File: config.mk
export PLATFORM = sky130hd
export DESIGN_NAME = store_bit_exec
export DESIGN_NICKNAME = d
export VERILOG_FILES = /design/src/design/exec_pkg.sv /design/src/design/store_bit_exec.sv
export SDC_FILE = /design/constraint.sdc
export NUM_CORES = 1
export LEC_CHECK = 0
export BUFFER_PORTS_ARGS = -buffer_cell sky130_fd_sc_hd__buf_2
export CAP_MARGIN = 20
export CORE_AREA = 4 4 235 237
export DETAILED_ROUTE_END_ITERATION = 8
export DIE_AREA = 0 0 239 241
export PLACE_DENSITY_LB_ADDON = 0.15
export SYNTH_ARGS = -nofsm -noshare
export SYNTH_HDL_FRONTEND = slang
export SYNTH_SLANG_ARGS = --single-unit
File: constraint.sdc
create_clock -name sys_clk_in -period 4.01 [get_ports sys_clk_in]
set_clock_uncertainty 0.1 [all_clocks]
set_input_delay 0.6015 -clock sys_clk_in [delete_from_list [all_inputs] [get_ports sys_clk_in]]
set_output_delay 0.6015 -clock sys_clk_in [all_outputs]
set_load 0.005 [all_outputs]
File: src/design/exec_pkg.sv
// exec_pkg: constants, op encoding and bus carriers for store_bit_exec
// assumes a decoder upstream that fills one op_s per instruction
package exec_pkg;
  // ==========
  // flag register bit positions
  localparam int FLAG_C = 0;
  localparam int FLAG_Z = 1;
  localparam int FLAG_N = 2;
  localparam int FLAG_V = 3;
  localparam int FLAG_T = 6;

  // ==========
  // register file indices and reset values
  localparam logic [4:0] REG_R0 = 5'h00;
  localparam logic [4:0] REG_R1 = 5'h01;
  localparam logic [4:0] PTR_Y_LO = 5'h1C;
  localparam logic [4:0] PTR_Z_LO = 5'h1E;
  localparam logic [15:0] SP_RESET = 16'h0000;
  localparam logic [7:0] FLAGS_RESET = 8'h00;
  localparam logic [7:0] PAGE_RESET = 8'h00;

  // ==========
  // busy cycles beyond the first
  localparam logic [1:0] RUN_TWO = 2'h1;
  localparam logic [1:0] RUN_THREE = 2'h2;

  // ==========
  // types
  typedef enum logic [4:0] {
    indirect_data_write, indirect_data_write_pre_dec, indirect_data_write_post_inc,
    displaced_data_write, direct_data_write,
    code_memory_read, code_memory_read_inc, extended_code_read, extended_code_read_inc,
    code_memory_write, port_read, port_write, stack_push, stack_pop,
    io_bit_raise, io_bit_lower, logical_left_shift, logical_right_shift,
    carry_left_rotate, carry_right_rotate, signed_right_shift, nibble_swap,
    flag_bit_raise, flag_bit_lower, reg_bit_to_transfer_flag, transfer_flag_to_reg_bit
  } op_e;

  typedef enum logic [1:0] {state_idle, state_run, state_prog_wait} state_e;
  typedef enum logic [1:0] {src_dmem, src_io, src_code} wb_src_e;

  typedef struct packed {
    op_e opcode;
    logic [4:0] rd;
    logic [4:0] rr;
    logic use_z;
    logic to_r0;
    logic [5:0] q;
    logic [15:0] k;
    logic [2:0] bitn;
    logic [5:0] port;
  } op_s;

  typedef struct packed {logic we; logic re; logic [15:0] addr; logic [7:0] wdata;} dbus_s;
  typedef struct packed {logic we; logic re; logic [5:0] addr; logic [7:0] wdata;} iobus_s;
  typedef struct packed {logic we; logic re; logic [23:0] addr; logic [15:0] wdata;} cbus_s;
endpackage

File: src/design/store_bit_exec.sv
// store_bit_exec: executes stores, code reads, stack, io bit, shift, flag ops
// assumes data and io answer in the cycle of the strobe, code memory one later
`timescale 1ns/1ps
// Operation
// - pre-decrement store: decrement pointer, then write
// - post-increment store: write, then increment pointer
// - displacement store writes pointer plus q
// - direct store writes address k, flags kept
// - code read from Z, optional Z increment
// - extended read uses page above Z
// - extended increment carries into page
// - push writes stack, adjusts pointer, two cycles
// - pop adjusts pointer, loads register, two cycles
// - io bit raise forces one bit high
// - io bit lower forces one bit low
// - left shift, zero into bit 0
// - right shift, zero into bit 7
// - rotate left through carry
// - rotate right through carry
// - arithmetic right shift keeps sign bit
// - nibble swap, flags untouched
// - register bit copied into T
// - T copied into register bit
// - single flag set or clear
module store_bit_exec (
  input wire logic sys_clk_in,
  input wire logic rst_in,
  input wire logic op_valid_in,
  input wire exec_pkg::op_s op_in,
  input wire logic page_we_in,
  input wire logic [7:0] page_in,
  input wire logic [4:0] view_sel_in,
  input wire logic [7:0] dmem_rdata_in,
  input wire logic [7:0] io_rdata_in,
  input wire logic [7:0] code_rdata_in,
  input wire logic prog_done_in,
  output logic busy_out,
  output logic done_out,
  output exec_pkg::dbus_s dmem_out,
  output exec_pkg::iobus_s io_out,
  output exec_pkg::cbus_s code_out,
  output logic [7:0] flags_out,
  output logic [15:0] sp_out,
  output logic [7:0] page_out,
  output logic [7:0] view_out
);
  // ==========
  // state
  logic [7:0] rf_q [32];
  exec_pkg::op_s op_q;
  exec_pkg::state_e state_q;
  exec_pkg::wb_src_e wb_src_q;
  exec_pkg::dbus_s dmem_q;
  exec_pkg::iobus_s io_q;
  exec_pkg::cbus_s code_q;
  logic [1:0] cnt_q;
  logic [7:0] flags_q;
  logic [15:0] sp_q;
  logic [7:0] page_q;
  logic [7:0] view_q;
  logic busy_q;
  logic done_q;
  logic wb_q;
  logic [4:0] wb_idx_q;

  // ==========
  // operand fetch with bypass of the pending load
  wire [7:0] wb_data = (wb_src_q == exec_pkg::src_io) ? io_rdata_in :
                       (wb_src_q == exec_pkg::src_code) ? code_rdata_in : dmem_rdata_in;

  function automatic logic [7:0] fwd(input logic [4:0] idx);
    fwd = (wb_q && wb_idx_q == idx) ? wb_data : rf_q[idx];
  endfunction

  wire exec_pkg::op_e opc = op_in.opcode;
  wire take = op_valid_in && (state_q == exec_pkg::state_idle);
  wire [4:0] ptr_lo = op_in.use_z ? exec_pkg::PTR_Z_LO : exec_pkg::PTR_Y_LO;
  wire [7:0] rd_val = fwd(op_in.rd);
  wire [7:0] rr_val = fwd(op_in.rr);
  wire [15:0] ptr_val = {fwd(ptr_lo + 5'h01), fwd(ptr_lo)};
  wire [15:0] z_val = {fwd(exec_pkg::PTR_Z_LO + 5'h01), fwd(exec_pkg::PTR_Z_LO)};
  wire [23:0] far_val = {page_q, z_val};
  wire [23:0] far_inc = far_val + 24'h000001;
  wire [4:0] dest_idx = op_in.to_r0 ? exec_pkg::REG_R0 : op_in.rd;
  wire [7:0] mask_in = 8'h01 << op_in.bitn;
  wire [7:0] mask_q = 8'h01 << op_q.bitn;

  // ==========
  // op classes
  wire is_store = opc inside {exec_pkg::indirect_data_write,
    exec_pkg::indirect_data_write_pre_dec, exec_pkg::indirect_data_write_post_inc,
    exec_pkg::displaced_data_write, exec_pkg::direct_data_write};
  wire is_code = opc inside {exec_pkg::code_memory_read, exec_pkg::code_memory_read_inc,
    exec_pkg::extended_code_read, exec_pkg::extended_code_read_inc};
  wire is_far = opc inside {exec_pkg::extended_code_read, exec_pkg::extended_code_read_inc};
  wire is_rmw = opc inside {exec_pkg::io_bit_raise, exec_pkg::io_bit_lower};
  wire is_two = is_store || is_rmw || opc inside {exec_pkg::stack_push, exec_pkg::stack_pop};
  wire is_shift = opc inside {exec_pkg::logical_left_shift, exec_pkg::logical_right_shift,
    exec_pkg::carry_left_rotate, exec_pkg::carry_right_rotate, exec_pkg::signed_right_shift};

  // ==========
  // data write address
  wire [15:0] wr_addr =
    (opc == exec_pkg::indirect_data_write_pre_dec) ? ptr_val - 16'h0001 :
    (opc == exec_pkg::displaced_data_write) ? ptr_val + {10'h000, op_in.q} :
    (opc == exec_pkg::direct_data_write) ? op_in.k :
    (opc == exec_pkg::stack_push) ? sp_q : ptr_val;

  // ==========
  // pointer write-back
  wire ptr_we = take && opc inside {exec_pkg::indirect_data_write_pre_dec,
    exec_pkg::indirect_data_write_post_inc, exec_pkg::code_memory_read_inc,
    exec_pkg::extended_code_read_inc};
  wire [4:0] ptr_w_idx = is_code ? exec_pkg::PTR_Z_LO : ptr_lo;
  wire [15:0] ptr_new =
    (opc == exec_pkg::indirect_data_write_pre_dec) ? ptr_val - 16'h0001 :
    (opc == exec_pkg::indirect_data_write_post_inc) ? ptr_val + 16'h0001 :
    (opc == exec_pkg::extended_code_read_inc) ? far_inc[15:0] : z_val + 16'h0001;

  // ==========
  // shifter
  logic [7:0] sh_res;
  logic sh_c;
  always_comb begin
    sh_res = rd_val;
    sh_c = flags_q[exec_pkg::FLAG_C];
    case (opc)
      exec_pkg::logical_left_shift: begin
        sh_res = {rd_val[6:0], 1'b0};
        sh_c = rd_val[7];
      end
      exec_pkg::logical_right_shift: begin
        sh_res = {1'b0, rd_val[7:1]};
        sh_c = rd_val[0];
      end
      exec_pkg::carry_left_rotate: begin
        sh_res = {rd_val[6:0], flags_q[exec_pkg::FLAG_C]};
        sh_c = rd_val[7];
      end
      exec_pkg::carry_right_rotate: begin
        sh_res = {flags_q[exec_pkg::FLAG_C], rd_val[7:1]};
        sh_c = rd_val[0];
      end
      exec_pkg::signed_right_shift: begin
        sh_res = {rd_val[7], rd_val[7:1]};
        sh_c = rd_val[0];
      end
      default: begin
      end
    endcase
  end

  // ==========
  // single-cycle register result
  wire res_we = take && (is_shift || opc inside {exec_pkg::nibble_swap,
    exec_pkg::transfer_flag_to_reg_bit});
  wire [7:0] res_data = (opc == exec_pkg::nibble_swap) ? {rd_val[3:0], rd_val[7:4]} :
    (opc == exec_pkg::transfer_flag_to_reg_bit) ?
      (flags_q[exec_pkg::FLAG_T] ? (rd_val | mask_in) : (rd_val & ~mask_in)) : sh_res;

  // ==========
  // register file; op result written last, it sees bypassed operands
  always_ff @(posedge sys_clk_in) begin
    if (rst_in) begin
      for (int i = 0; i < 32; i++) begin
        rf_q[i] <= 8'h00;
      end
      view_q <= 8'h00;
    end else begin
      if (wb_q) begin
        rf_q[wb_idx_q] <= wb_data;
      end
      if (ptr_we) begin
        rf_q[ptr_w_idx] <= ptr_new[7:0];
        rf_q[ptr_w_idx + 5'h01] <= ptr_new[15:8];
      end
      if (res_we) begin
        rf_q[op_in.rd] <= res_data;
      end
      view_q <= rf_q[view_sel_in];
    end
  end

  // ==========
  // flags, stack pointer, page register
  always_ff @(posedge sys_clk_in) begin
    if (rst_in) begin
      flags_q <= exec_pkg::FLAGS_RESET;
      sp_q <= exec_pkg::SP_RESET;
      page_q <= exec_pkg::PAGE_RESET;
    end else begin
      if (page_we_in) begin
        page_q <= page_in;
      end
      if (take && is_shift) begin
        flags_q[exec_pkg::FLAG_Z] <= (sh_res == 8'h00);
        flags_q[exec_pkg::FLAG_C] <= sh_c;
        flags_q[exec_pkg::FLAG_N] <= sh_res[7];
        flags_q[exec_pkg::FLAG_V] <= sh_res[7] ^ sh_c;
      end
      if (take && opc == exec_pkg::flag_bit_raise) begin
        flags_q[op_in.bitn] <= 1'b1;
      end
      if (take && opc == exec_pkg::flag_bit_lower) begin
        flags_q[op_in.bitn] <= 1'b0;
      end
      if (take && opc == exec_pkg::reg_bit_to_transfer_flag) begin
        flags_q[exec_pkg::FLAG_T] <= rr_val[op_in.bitn];
      end
      if (take && opc == exec_pkg::stack_push) begin
        sp_q <= sp_q - 16'h0001;
      end
      if (take && opc == exec_pkg::stack_pop) begin
        sp_q <= sp_q + 16'h0001;
      end
      if (take && opc == exec_pkg::extended_code_read_inc) begin
        page_q <= far_inc[23:16];
      end
    end
  end

  // ==========
  // sequencer and bus strobes
  always_ff @(posedge sys_clk_in) begin
    if (rst_in) begin
      state_q <= exec_pkg::state_idle;
      op_q <= '0;
      cnt_q <= 2'h0;
      busy_q <= 1'b0;
      done_q <= 1'b0;
      wb_q <= 1'b0;
      wb_idx_q <= 5'h00;
      wb_src_q <= exec_pkg::src_dmem;
      dmem_q <= '0;
      io_q <= '0;
      code_q <= '0;
    end else begin
      dmem_q.we <= 1'b0;
      dmem_q.re <= 1'b0;
      io_q.we <= 1'b0;
      io_q.re <= 1'b0;
      code_q.we <= 1'b0;
      code_q.re <= 1'b0;
      done_q <= 1'b0;
      wb_q <= 1'b0;
      case (state_q)
        exec_pkg::state_idle: begin
          if (take) begin
            op_q <= op_in;
            busy_q <= is_two || is_code || opc == exec_pkg::code_memory_write;
            done_q <= !(is_two || is_code || opc == exec_pkg::code_memory_write);
            cnt_q <= is_code ? exec_pkg::RUN_THREE : exec_pkg::RUN_TWO;
            if (is_two || is_code) begin
              state_q <= exec_pkg::state_run;
            end
            if (is_store || opc == exec_pkg::stack_push) begin
              dmem_q.we <= 1'b1;
              dmem_q.addr <= wr_addr;
              dmem_q.wdata <= rr_val;
            end
            if (opc == exec_pkg::stack_pop) begin
              dmem_q.re <= 1'b1;
              dmem_q.addr <= sp_q + 16'h0001;
              wb_q <= 1'b1;
              wb_idx_q <= op_in.rd;
              wb_src_q <= exec_pkg::src_dmem;
            end
            if (is_code) begin
              code_q.re <= 1'b1;
              code_q.addr <= is_far ? far_val : {8'h00, z_val};
              wb_idx_q <= dest_idx;
              wb_src_q <= exec_pkg::src_code;
            end
            if (opc == exec_pkg::port_write) begin
              io_q.we <= 1'b1;
              io_q.addr <= op_in.port;
              io_q.wdata <= rr_val;
            end
            if (opc == exec_pkg::port_read || is_rmw) begin
              io_q.re <= 1'b1;
              io_q.addr <= op_in.port;
              wb_q <= !is_rmw;
              wb_idx_q <= op_in.rd;
              wb_src_q <= exec_pkg::src_io;
            end
            if (opc == exec_pkg::code_memory_write) begin
              code_q.we <= 1'b1;
              code_q.addr <= {8'h00, z_val};
              code_q.wdata <= {fwd(exec_pkg::REG_R1), fwd(exec_pkg::REG_R0)};
              state_q <= exec_pkg::state_prog_wait;
            end
          end
        end
        exec_pkg::state_run: begin
          cnt_q <= cnt_q - 2'h1;
          // code memory answers one cycle after the strobe
          if (cnt_q == exec_pkg::RUN_THREE) begin
            wb_q <= 1'b1;
          end
          if (cnt_q == exec_pkg::RUN_TWO) begin
            state_q <= exec_pkg::state_idle;
            busy_q <= 1'b0;
            done_q <= 1'b1;
            if (op_q.opcode inside {exec_pkg::io_bit_raise, exec_pkg::io_bit_lower}) begin
              io_q.we <= 1'b1;
              io_q.wdata <= (op_q.opcode == exec_pkg::io_bit_raise) ?
                (io_rdata_in | mask_q) : (io_rdata_in & ~mask_q);
            end
          end
        end
        exec_pkg::state_prog_wait: begin
          if (prog_done_in) begin
            state_q <= exec_pkg::state_idle;
            busy_q <= 1'b0;
            done_q <= 1'b1;
          end
        end
        default: begin
          state_q <= exec_pkg::state_idle;
        end
      endcase
    end
  end

  // ==========
  // outputs
  assign busy_out = busy_q;
  assign done_out = done_q;
  assign dmem_out = dmem_q;
  assign io_out = io_q;
  assign code_out = code_q;
  assign flags_out = flags_q;
  assign sp_out = sp_q;
  assign page_out = page_q;
  assign view_out = view_q;

  // ==========
  // checks
  a_pre_dec_addr:
  assert property (@(posedge sys_clk_in) disable iff (rst_in)
    take && opc == exec_pkg::indirect_data_write_pre_dec |=>
    dmem_q.we && dmem_q.addr == $past(ptr_val) - 16'h0001 ##1 done_q)
    else $error("pre-decrement store address wrong");
  a_post_inc_addr:
  assert property (@(posedge sys_clk_in) disable iff (rst_in)
    take && opc == exec_pkg::indirect_data_write_post_inc |=>
    dmem_q.addr == $past(ptr_val) && busy_q ##1 done_q && !busy_q)
    else $error("post-increment store wrong");
  a_disp_addr:
  assert property (@(posedge sys_clk_in) disable iff (rst_in)
    take && opc == exec_pkg::displaced_data_write |=>
    dmem_q.we && dmem_q.addr == $past(ptr_val) + {10'h000, $past(op_in.q)})
    else $error("displacement address wrong");
  a_direct_flags:
  assert property (@(posedge sys_clk_in) disable iff (rst_in)
    take && opc == exec_pkg::direct_data_write |=>
    dmem_q.addr == $past(op_in.k) && flags_q == $past(flags_q))
    else $error("direct store wrong");
  a_code_read_len:
  assert property (@(posedge sys_clk_in) disable iff (rst_in)
    take && is_code |=> code_q.re && busy_q ##1 busy_q ##1 done_q && !busy_q)
    else $error("code read length wrong");
  a_push_stack:
  assert property (@(posedge sys_clk_in) disable iff (rst_in)
    take && opc == exec_pkg::stack_push |=>
    dmem_q.addr == $past(sp_q) && sp_q == $past(sp_q) - 16'h0001)
    else $error("push wrong");
  a_io_raise_bit:
  assert property (@(posedge sys_clk_in) disable iff (rst_in)
    take && opc == exec_pkg::io_bit_raise |=> io_q.re ##1
    io_q.we && io_q.wdata == ($past(io_rdata_in) | mask_q))
    else $error("io bit raise wrong");
  a_shift_carry:
  assert property (@(posedge sys_clk_in) disable iff (rst_in)
    take && opc == exec_pkg::logical_left_shift |=>
    flags_q[exec_pkg::FLAG_C] == $past(rd_val[7]) && done_q)
    else $error("left shift carry wrong");
  a_swap_flags:
  assert property (@(posedge sys_clk_in) disable iff (rst_in)
    take && opc == exec_pkg::nibble_swap |=> flags_q == $past(flags_q) && done_q)
    else $error("swap changed flags");
endmodule
==> flow_metrics.py, run 1 <==
metrics = {
    "run_status": {
        "outcome": "complete, no violations",
    },
    "drt": {
        "ant_nets": 0,
        "drc": 0,
        "wl_um": 123000,
        "wl_per_cell_um": 31.3,
        "first_iter_violations": 4154,
        "first_pass_iters": 6,
        "via_per_inst": 7.12,
        "vias": 28000,
    },
    "sta": {
        "whs_ps": 160,
        "setup_tns_ps": 0,
        "rsz0062_at_grt": "no",
        "slew_headroom_pct": 28.0,
        "layout_min_cycle_time_ps": 3860,
        "tightest_slew_ps": 1070,
        "slew_viol_final": 0,
        "final-hold-violation-count": 0,
        "finalCritPeriodShare_pct": 96.2,
        "clock.fmax_mhz": 259,
        "finalSetupViolations": 0,
    },
    "global_route": {
        "busiest_layer": "met2",
        "grt_max_degree": 71,
        "antenna_found_initial": 3,
        "gr-usage-met3_pct": 8.32,
        "grt_overflow_total": 0,
        "use_met2_pct": 65.5,
        "met1_usage_pct": 52.7,
        "grt_pass1_wl_um": 177000,
        "grt_pass1_vias": 26200,
        "track_usage_pct": 41.3,
    },
    "power_and_ir_drop": {
        "ir_drop_uv": 337,
        "power_density_nw_per_um2": 331,
        "power_w": 0.0112,
        "p_leak_nw": 12.4,
    },
    "cts": {
        "clock_sinks": 402,
        "cts-htree-levels": 2,
        "cts_root_buf": "clkbuf_16",
        "cts_made_buffers": 44,
        "clk_pin_slew_worst_paths_ps": 70,
        "clk_path_buf_depth": 3,
        "cts_tree": "yes",
        "clk_latency_ps": 590,
    },
    "floorplanning": {
        "die-area_um2": 57600,
        "fp.dieH_um": 241,
        "die_w_um": 239,
        "core_area_um2": 53300,
        "initial_core_util_pct": 54.4,
        "boundaryPins": 216,
        "num_rows": 85,
    },
    "placement": {
        "dp_hpwl_um": 92600,
        "gp_congestion": 1.03,
        "portBuffers": 215,
        "placed_cells": 3848,
    },
    "setup_path": {
        "reg2reg_to": "rf_q[10][5]",
        "cp-end-kind": "flip-flop",
        "regToRegStartpoint": "wb_src_q[1]",
        "crit_required_ps": 4310,
        "path_class": "flip-flop to flip-flop",
        "startpoint_type": "flip-flop",
        "r2r_cells": 11,
        "worst_ep_arrival_time_ps": 4160,
        "crit_fanout": 17,
        "r2r_setup_slack_ps": 150,
    },
    "yosys": {
        "synthFlopType": "edfxtp_1",
        "synth-edff-count": 256,
        "syn-num-nets": 3045,
        "synthArstFlopShare_pct": 0,
        "synth-seq-cells": 402,
        "syn-instance-count": 2936,
        "ys_seq_area_share_pct": 36.6,
        "ys_warn_count": 0,
        "ys_types": 102,
        "syn_avg_cell_area_um2": 9.88,
        "synth_area_um2": 29000,
    },
    "cells_and_area": {
        "final_cell_mix": "310 x nand3_1, 258 x nor2_1, 256 x edfxtp_1",
        "final_common_cell": "nand3_1",
        "drive_above_1_share_pct": 27.8,
        "final_nets": 3308,
        "syn2layout_area_growth_pct": 16.6,
        "fillers": 4403,
        "fin_cells": 3930,
    },
    "min_path": {
        "hold-path-endpoint": "io_out[9]",
        "min_from": "op_in[1]",
        "holdPathStages": 3,
        "hold_class": "primary input to flip-flop",
    },
    "job": {
        "max-cap-violations": 0,
    },
}
-- registers in the layout (all words and copies together), names as in the netlist, 8 cells and up --
signal     flops
sp_out        16
op_q           8
rf_q         256
flags_out      8
page_out       8
view_out       8
code_out      42
dmem_out      26
io_out        16
-- cell type report --
class | count | area [µm²] | area share [%]
Multi-Input combinational cell | 2229 | 17200 | 50.9
Sequential cell | 402 | 10600 | 31.4
Clock buffer | 55 | 1190 | 3.53
Tap cell | 696 | 871 | 2.58
Inverter | 25 | 93.8 | 0.278
Antenna cell | 1 | 2.50 | 0.00740
Timing Repair Buffer | 497 | 3590 | 10.6
Clock inverter | 25 | 231 | 0.685
-- metal layers --
| metal | vias up | part of all wire [%] |
|---|---|---|
| li1 | 11800 | - |
| met1 | 13500 | 36 |
| met2 | 2173 | 45 |
| met3 | 500 | 11 |
| met4 | 2 | 7.9 |
| met5 | - | 0.0098 |
-- timing repair --
action	4_1_cts	5_1_grt
endpoints found under the setup margin	0	9
hold buffers	0	0
buffers inserted	0	1
endpoints found under the hold margin	0	0
resized for setup	0	8
-- cells by family (layout without fill, tap and decap cells) --
family	Yosys count	count (layout)	share of synthesized area [%]
AO/OA/AOI/OAI	728	728	15.8
XOR/XNOR	76	76	2.29
adder cells (fa/ha/maj)	19	19	0.845
buffers and inverters	305	602	4.65
flip-flops	402	402	36.6
multiplexers	387	387	22.9
other	0	1	0
AND/OR/NAND/NOR	1019	1019	17.0
-- synthesized netlist by cell type, drive strengths merged, types with 13 or more instances --
library cell | instances | area (µm²)
mux2i | 150 | 1550
mux2 | 23 | 263
a211oi | 75 | 568
a22oi | 32 | 240
mux4 | 214 | 4820
nor3 | 48 | 283
nand3 | 310 | 1550
nor2b | 27 | 169
nand2b | 21 | 131
edfxtp | 256 | 7690
xnor2 | 52 | 455
and2 | 16 | 100
clkbuf | 180 | 682
a221oi | 18 | 164
o221ai | 13 | 114
o22ai | 21 | 131
o21ai | 311 | 1680
a31oi | 20 | 125
a21oi | 145 | 726
and3 | 21 | 131
or3 | 21 | 131
nand4 | 18 | 140
nor4 | 16 | 149
nor2 | 261 | 995
buf | 100 | 574
dfxtp | 146 | 2920
xor2 | 24 | 210
ha | 18 | 225
nand2 | 221 | 830
o211ai | 15 | 113
inv | 24 | 90.1
-- per-stage QoR --
stage / setup WS (ps) / instance area [µm²] / utilization [%]
3_3_place_gp: -166 / 32300 / 60.7
6_report: 152 / 33800 / 63.5
5_1_grt: 2.60 / 33800 / 63.5
2_1_floorplan: 14.0 / 29000 / -
3_5_place_dp: -206 / 32300 / 60.7
4_1_cts: 137 / 33800 / 63.4
-- how the worst max path moves through the flow --
stage | slack, ps | to | depth (start not counted) | startpoint
2_1_floorplan | 10 | dmem_out[18] | 16 | op_in[32]
3_3_place_gp | -170 | rf_q[0][2] | 12 | op_in[39]
3_5_place_dp | -210 | rf_q[9][2] | 12 | op_in[39]
4_1_cts | 140 | rf_q[10][5] | 13 | wb_src_q[0]
5_1_grt | 3 | dmem_out[14] | 15 | wb_src_q[0]
6_report | 150 | rf_q[10][5] | 11 | wb_src_q[1]
-- worst max-delay path, stage by stage, from the launching register on --
cell and delay [ps]:
dfxtp_1 440, buf_4 240, buf_4 250, mux2i_4 530
buf_4 360, a31oi_1 220, nor2_1 220, xnor2_2 190
o21ai_0 170, o41a_2 560, buf_12 190, o21ai_0 200
-- report_power, final --
part	switching, W	leakage (nW)	total (W)	internal, W
clock	0.00179	0.698	0.00415	0.00237
sequential	0.000174	3.83	0.00472	0.00455
combinational	0.00141	7.90	0.00233	0.000913
(Power assumes the default switching activity.)
==> run 2, diff against run 1 <==
--- a/config.mk
+++ b/config.mk
@@ -7,9 +7,10 @@
 export LEC_CHECK = 0
 export BUFFER_PORTS_ARGS = -buffer_cell sky130_fd_sc_hd__buf_2
 export CAP_MARGIN = 20
-export CORE_AREA = 4 4 235 237
+export CORE_AREA = 5 5 236 238
 export DETAILED_ROUTE_END_ITERATION = 8
-export DIE_AREA = 0 0 239 241
+export DIE_AREA = 0 0 241 243
+export GPL_ROUTABILITY_DRIVEN = 0
 export PLACE_DENSITY_LB_ADDON = 0.15
 export SYNTH_ARGS = -nofsm -noshare
 export SYNTH_HDL_FRONTEND = slang
==> constraint.sdc (replaced) <==
create_clock -name sys_clk_in -period 3.9 [get_ports sys_clk_in]
set_clock_uncertainty 0.1 [all_clocks]
set_input_delay 0.585 -clock sys_clk_in [delete_from_list [all_inputs] [get_ports sys_clk_in]]
set_output_delay 0.585 -clock sys_clk_in [all_outputs]
set_load 0.005 [all_outputs]
==> run 2 against run 1 <==
Total power grew 5.2%. Sequential cell count is the same. Combinational power is essentially flat. Setup slack lost 71 ps. Hold slack lost 50 ps. Sequential power grew 3%. Register-to-register slack lost 70 ps. First-iteration DRC count grew 20%. Core utilization shrank 0.32 points. Via count grew 1.1%. Clock-buffer cell count grew 8. Clock power grew 10%. Critical endpoint is now rf_q[30][7].
==> flow_metrics.py, run 2 (synthesis results as in run 1) <==
metrics = {
    "run_status": {
        "outcome": "complete, no violations",
    },
    "setup_path": {
        "startpoint_type": "flip-flop",
        "path_class": "flip-flop to flip-flop",
        "crit_required_ps": 4140,
        "worst_ep_arrival_time_ps": 4050,
        "cp-end-kind": "flip-flop",
        "crit_fanout": 10,
    },
    "sta": {
        "finalCritPeriodShare_pct": 97.9,
        "slew_headroom_pct": 26.7,
        "rsz0062_at_grt": "no",
        "layout_min_cycle_time_ps": 3820,
        "clock.fmax_mhz": 262,
        "tightest_slew_ps": 1090,
        "setup_tns_ps": 0,
        "final-hold-violation-count": 0,
        "slew_viol_final": 0,
        "finalSetupViolations": 0,
    },
    "power_and_ir_drop": {
        "power_density_nw_per_um2": 350,
        "p_leak_nw": 12.3,
        "ir_drop_uv": 360,
        "power_w": 0.0118,
    },
    "global_route": {
        "grt_pass1_wl_um": 170000,
        "track_usage_pct": 38.2,
        "grt_overflow_total": 0,
        "antenna_found_initial": 4,
        "grt_pass1_vias": 26200,
        "grt_max_degree": 66,
    },
    "drt": {
        "wl_um": 116000,
        "ant_nets": 0,
        "via_per_inst": 7.25,
        "drc": 0,
        "first_pass_iters": 8,
        "vias": 28300,
        "first_iter_violations": 4971,
        "wl_per_cell_um": 29.8,
    },
    "job": {
        "max-cap-violations": 0,
    },
    "cts": {
        "cts_made_buffers": 45,
        "cts-htree-levels": 2,
        "clock_sinks": 402,
        "hold_buffers": 0,
        "clk_pin_slew_worst_paths_ps": 60,
        "clk_path_buf_depth": 3,
        "cts_tree": "yes",
        "cts_root_buf": "clkbuf_16",
        "cts_resized": 0,
        "postCtsSetupBuffers": 0,
        "clk_latency_ps": 600,
    },
    "floorplanning": {
        "initial_core_util_pct": 54.3,
        "fp.dieH_um": 243,
        "boundaryPins": 216,
        "die-area_um2": 58600,
        "die_w_um": 241,
        "num_rows": 85,
        "core_area_um2": 53400,
    },
    "cells_and_area": {
        "syn2layout_area_growth_pct": 16.2,
        "largest_reg_flops": 256,
        "regMostFlops": "rf_q",
        "fin_cells": 3903,
        "drive_above_1_share_pct": 27.4,
        "final_cell_mix": "310 x nand3_1, 258 x nor2_1, 256 x edfxtp_1",
        "final_common_cell": "nand3_1",
        "final_nets": 3275,
    },
    "min_path": {
        "hold_class": "primary input to flip-flop",
    },
    "placement": {
        "placed_cells": 3815,
        "dp_hpwl_um": 86000,
        "portBuffers": 215,
    },
}
-- run 2: changes by cell type in the layout (fill, tap and decap cells not counted), sizes merged --
cell      before  now
buf          497  463
bufinv         4    5
clkbuf        55   63
clkinv        19    9
clkinvlp       2    6
diode          1    4
inv           25   26
-- run 2: metal layers --
metal / GRT usage (%) / vias up / routed length [µm]
li1: - / 11800 / -
met1: 48.4 / 13400 / 39100
met2: 57.5 / 2481 / 50700
met3: 11.2 / 596 / 16800
met4: 23.5 / 6 / 9850
met5: 0 / - / 42
-- run 2: worst paths after layout --
path / end / from / cells after the start / slack (ps)
max: rf_q[30][7] / wb_src_q[0] / 12 / 80
min: flags_out[0] / rst_in / 2 / 110
max reg2reg: rf_q[30][7] / wb_src_q[0] / 12 / 80
min reg2reg: op_q[47] / op_q[47] / 2 / 350
-- run 2: area by class of cell --
type | count | area (µm²)
multi-input combinational | 2229 | 17200
inverter | 25 | 93.8
clock inverter | 21 | 255
timing repair buffer | 463 | 3330
sequential | 402 | 10600
tap | 696 | 871
clock buffer | 63 | 1310
antenna | 4 | 10.0
fill | 4357 | 19700
-- run 2: per-stage QoR --
stage               setup slack [ps]  instance area, µm²  hold WS, ps  utilization (%)
floorplan                       32.9               29000          332                -
global placement                -181               32100          337             60.1
detailed placement              -188               32100          345             60.1
CTS                             26.7               33700         86.8             63.0
global route                    1.71               33700          104             63.1
finish                          80.9               33700          110             63.1
-- run 2: report_power, final --
part	switching [W]	leakage [nW]	total [W]	internal, W
sequential	0.000191	3.83	0.00487	0.00468
clock	0.00189	0.755	0.00458	0.00269
combinational	0.00142	7.74	0.00234	0.000918
-- run 2: worst max-delay path, cell delays in order, from the launching register on --
cell and delay (ps):
dfxtp_1 510, buf_4 260, mux2i_1 360, mux2i_4 220, buf_4 220, o31ai_4 310, o21ai_2 110, a211o_1 300
xnor2_1 340, a221oi_2 180, o21ai_4 350, buf_12 220, o21ai_2 60
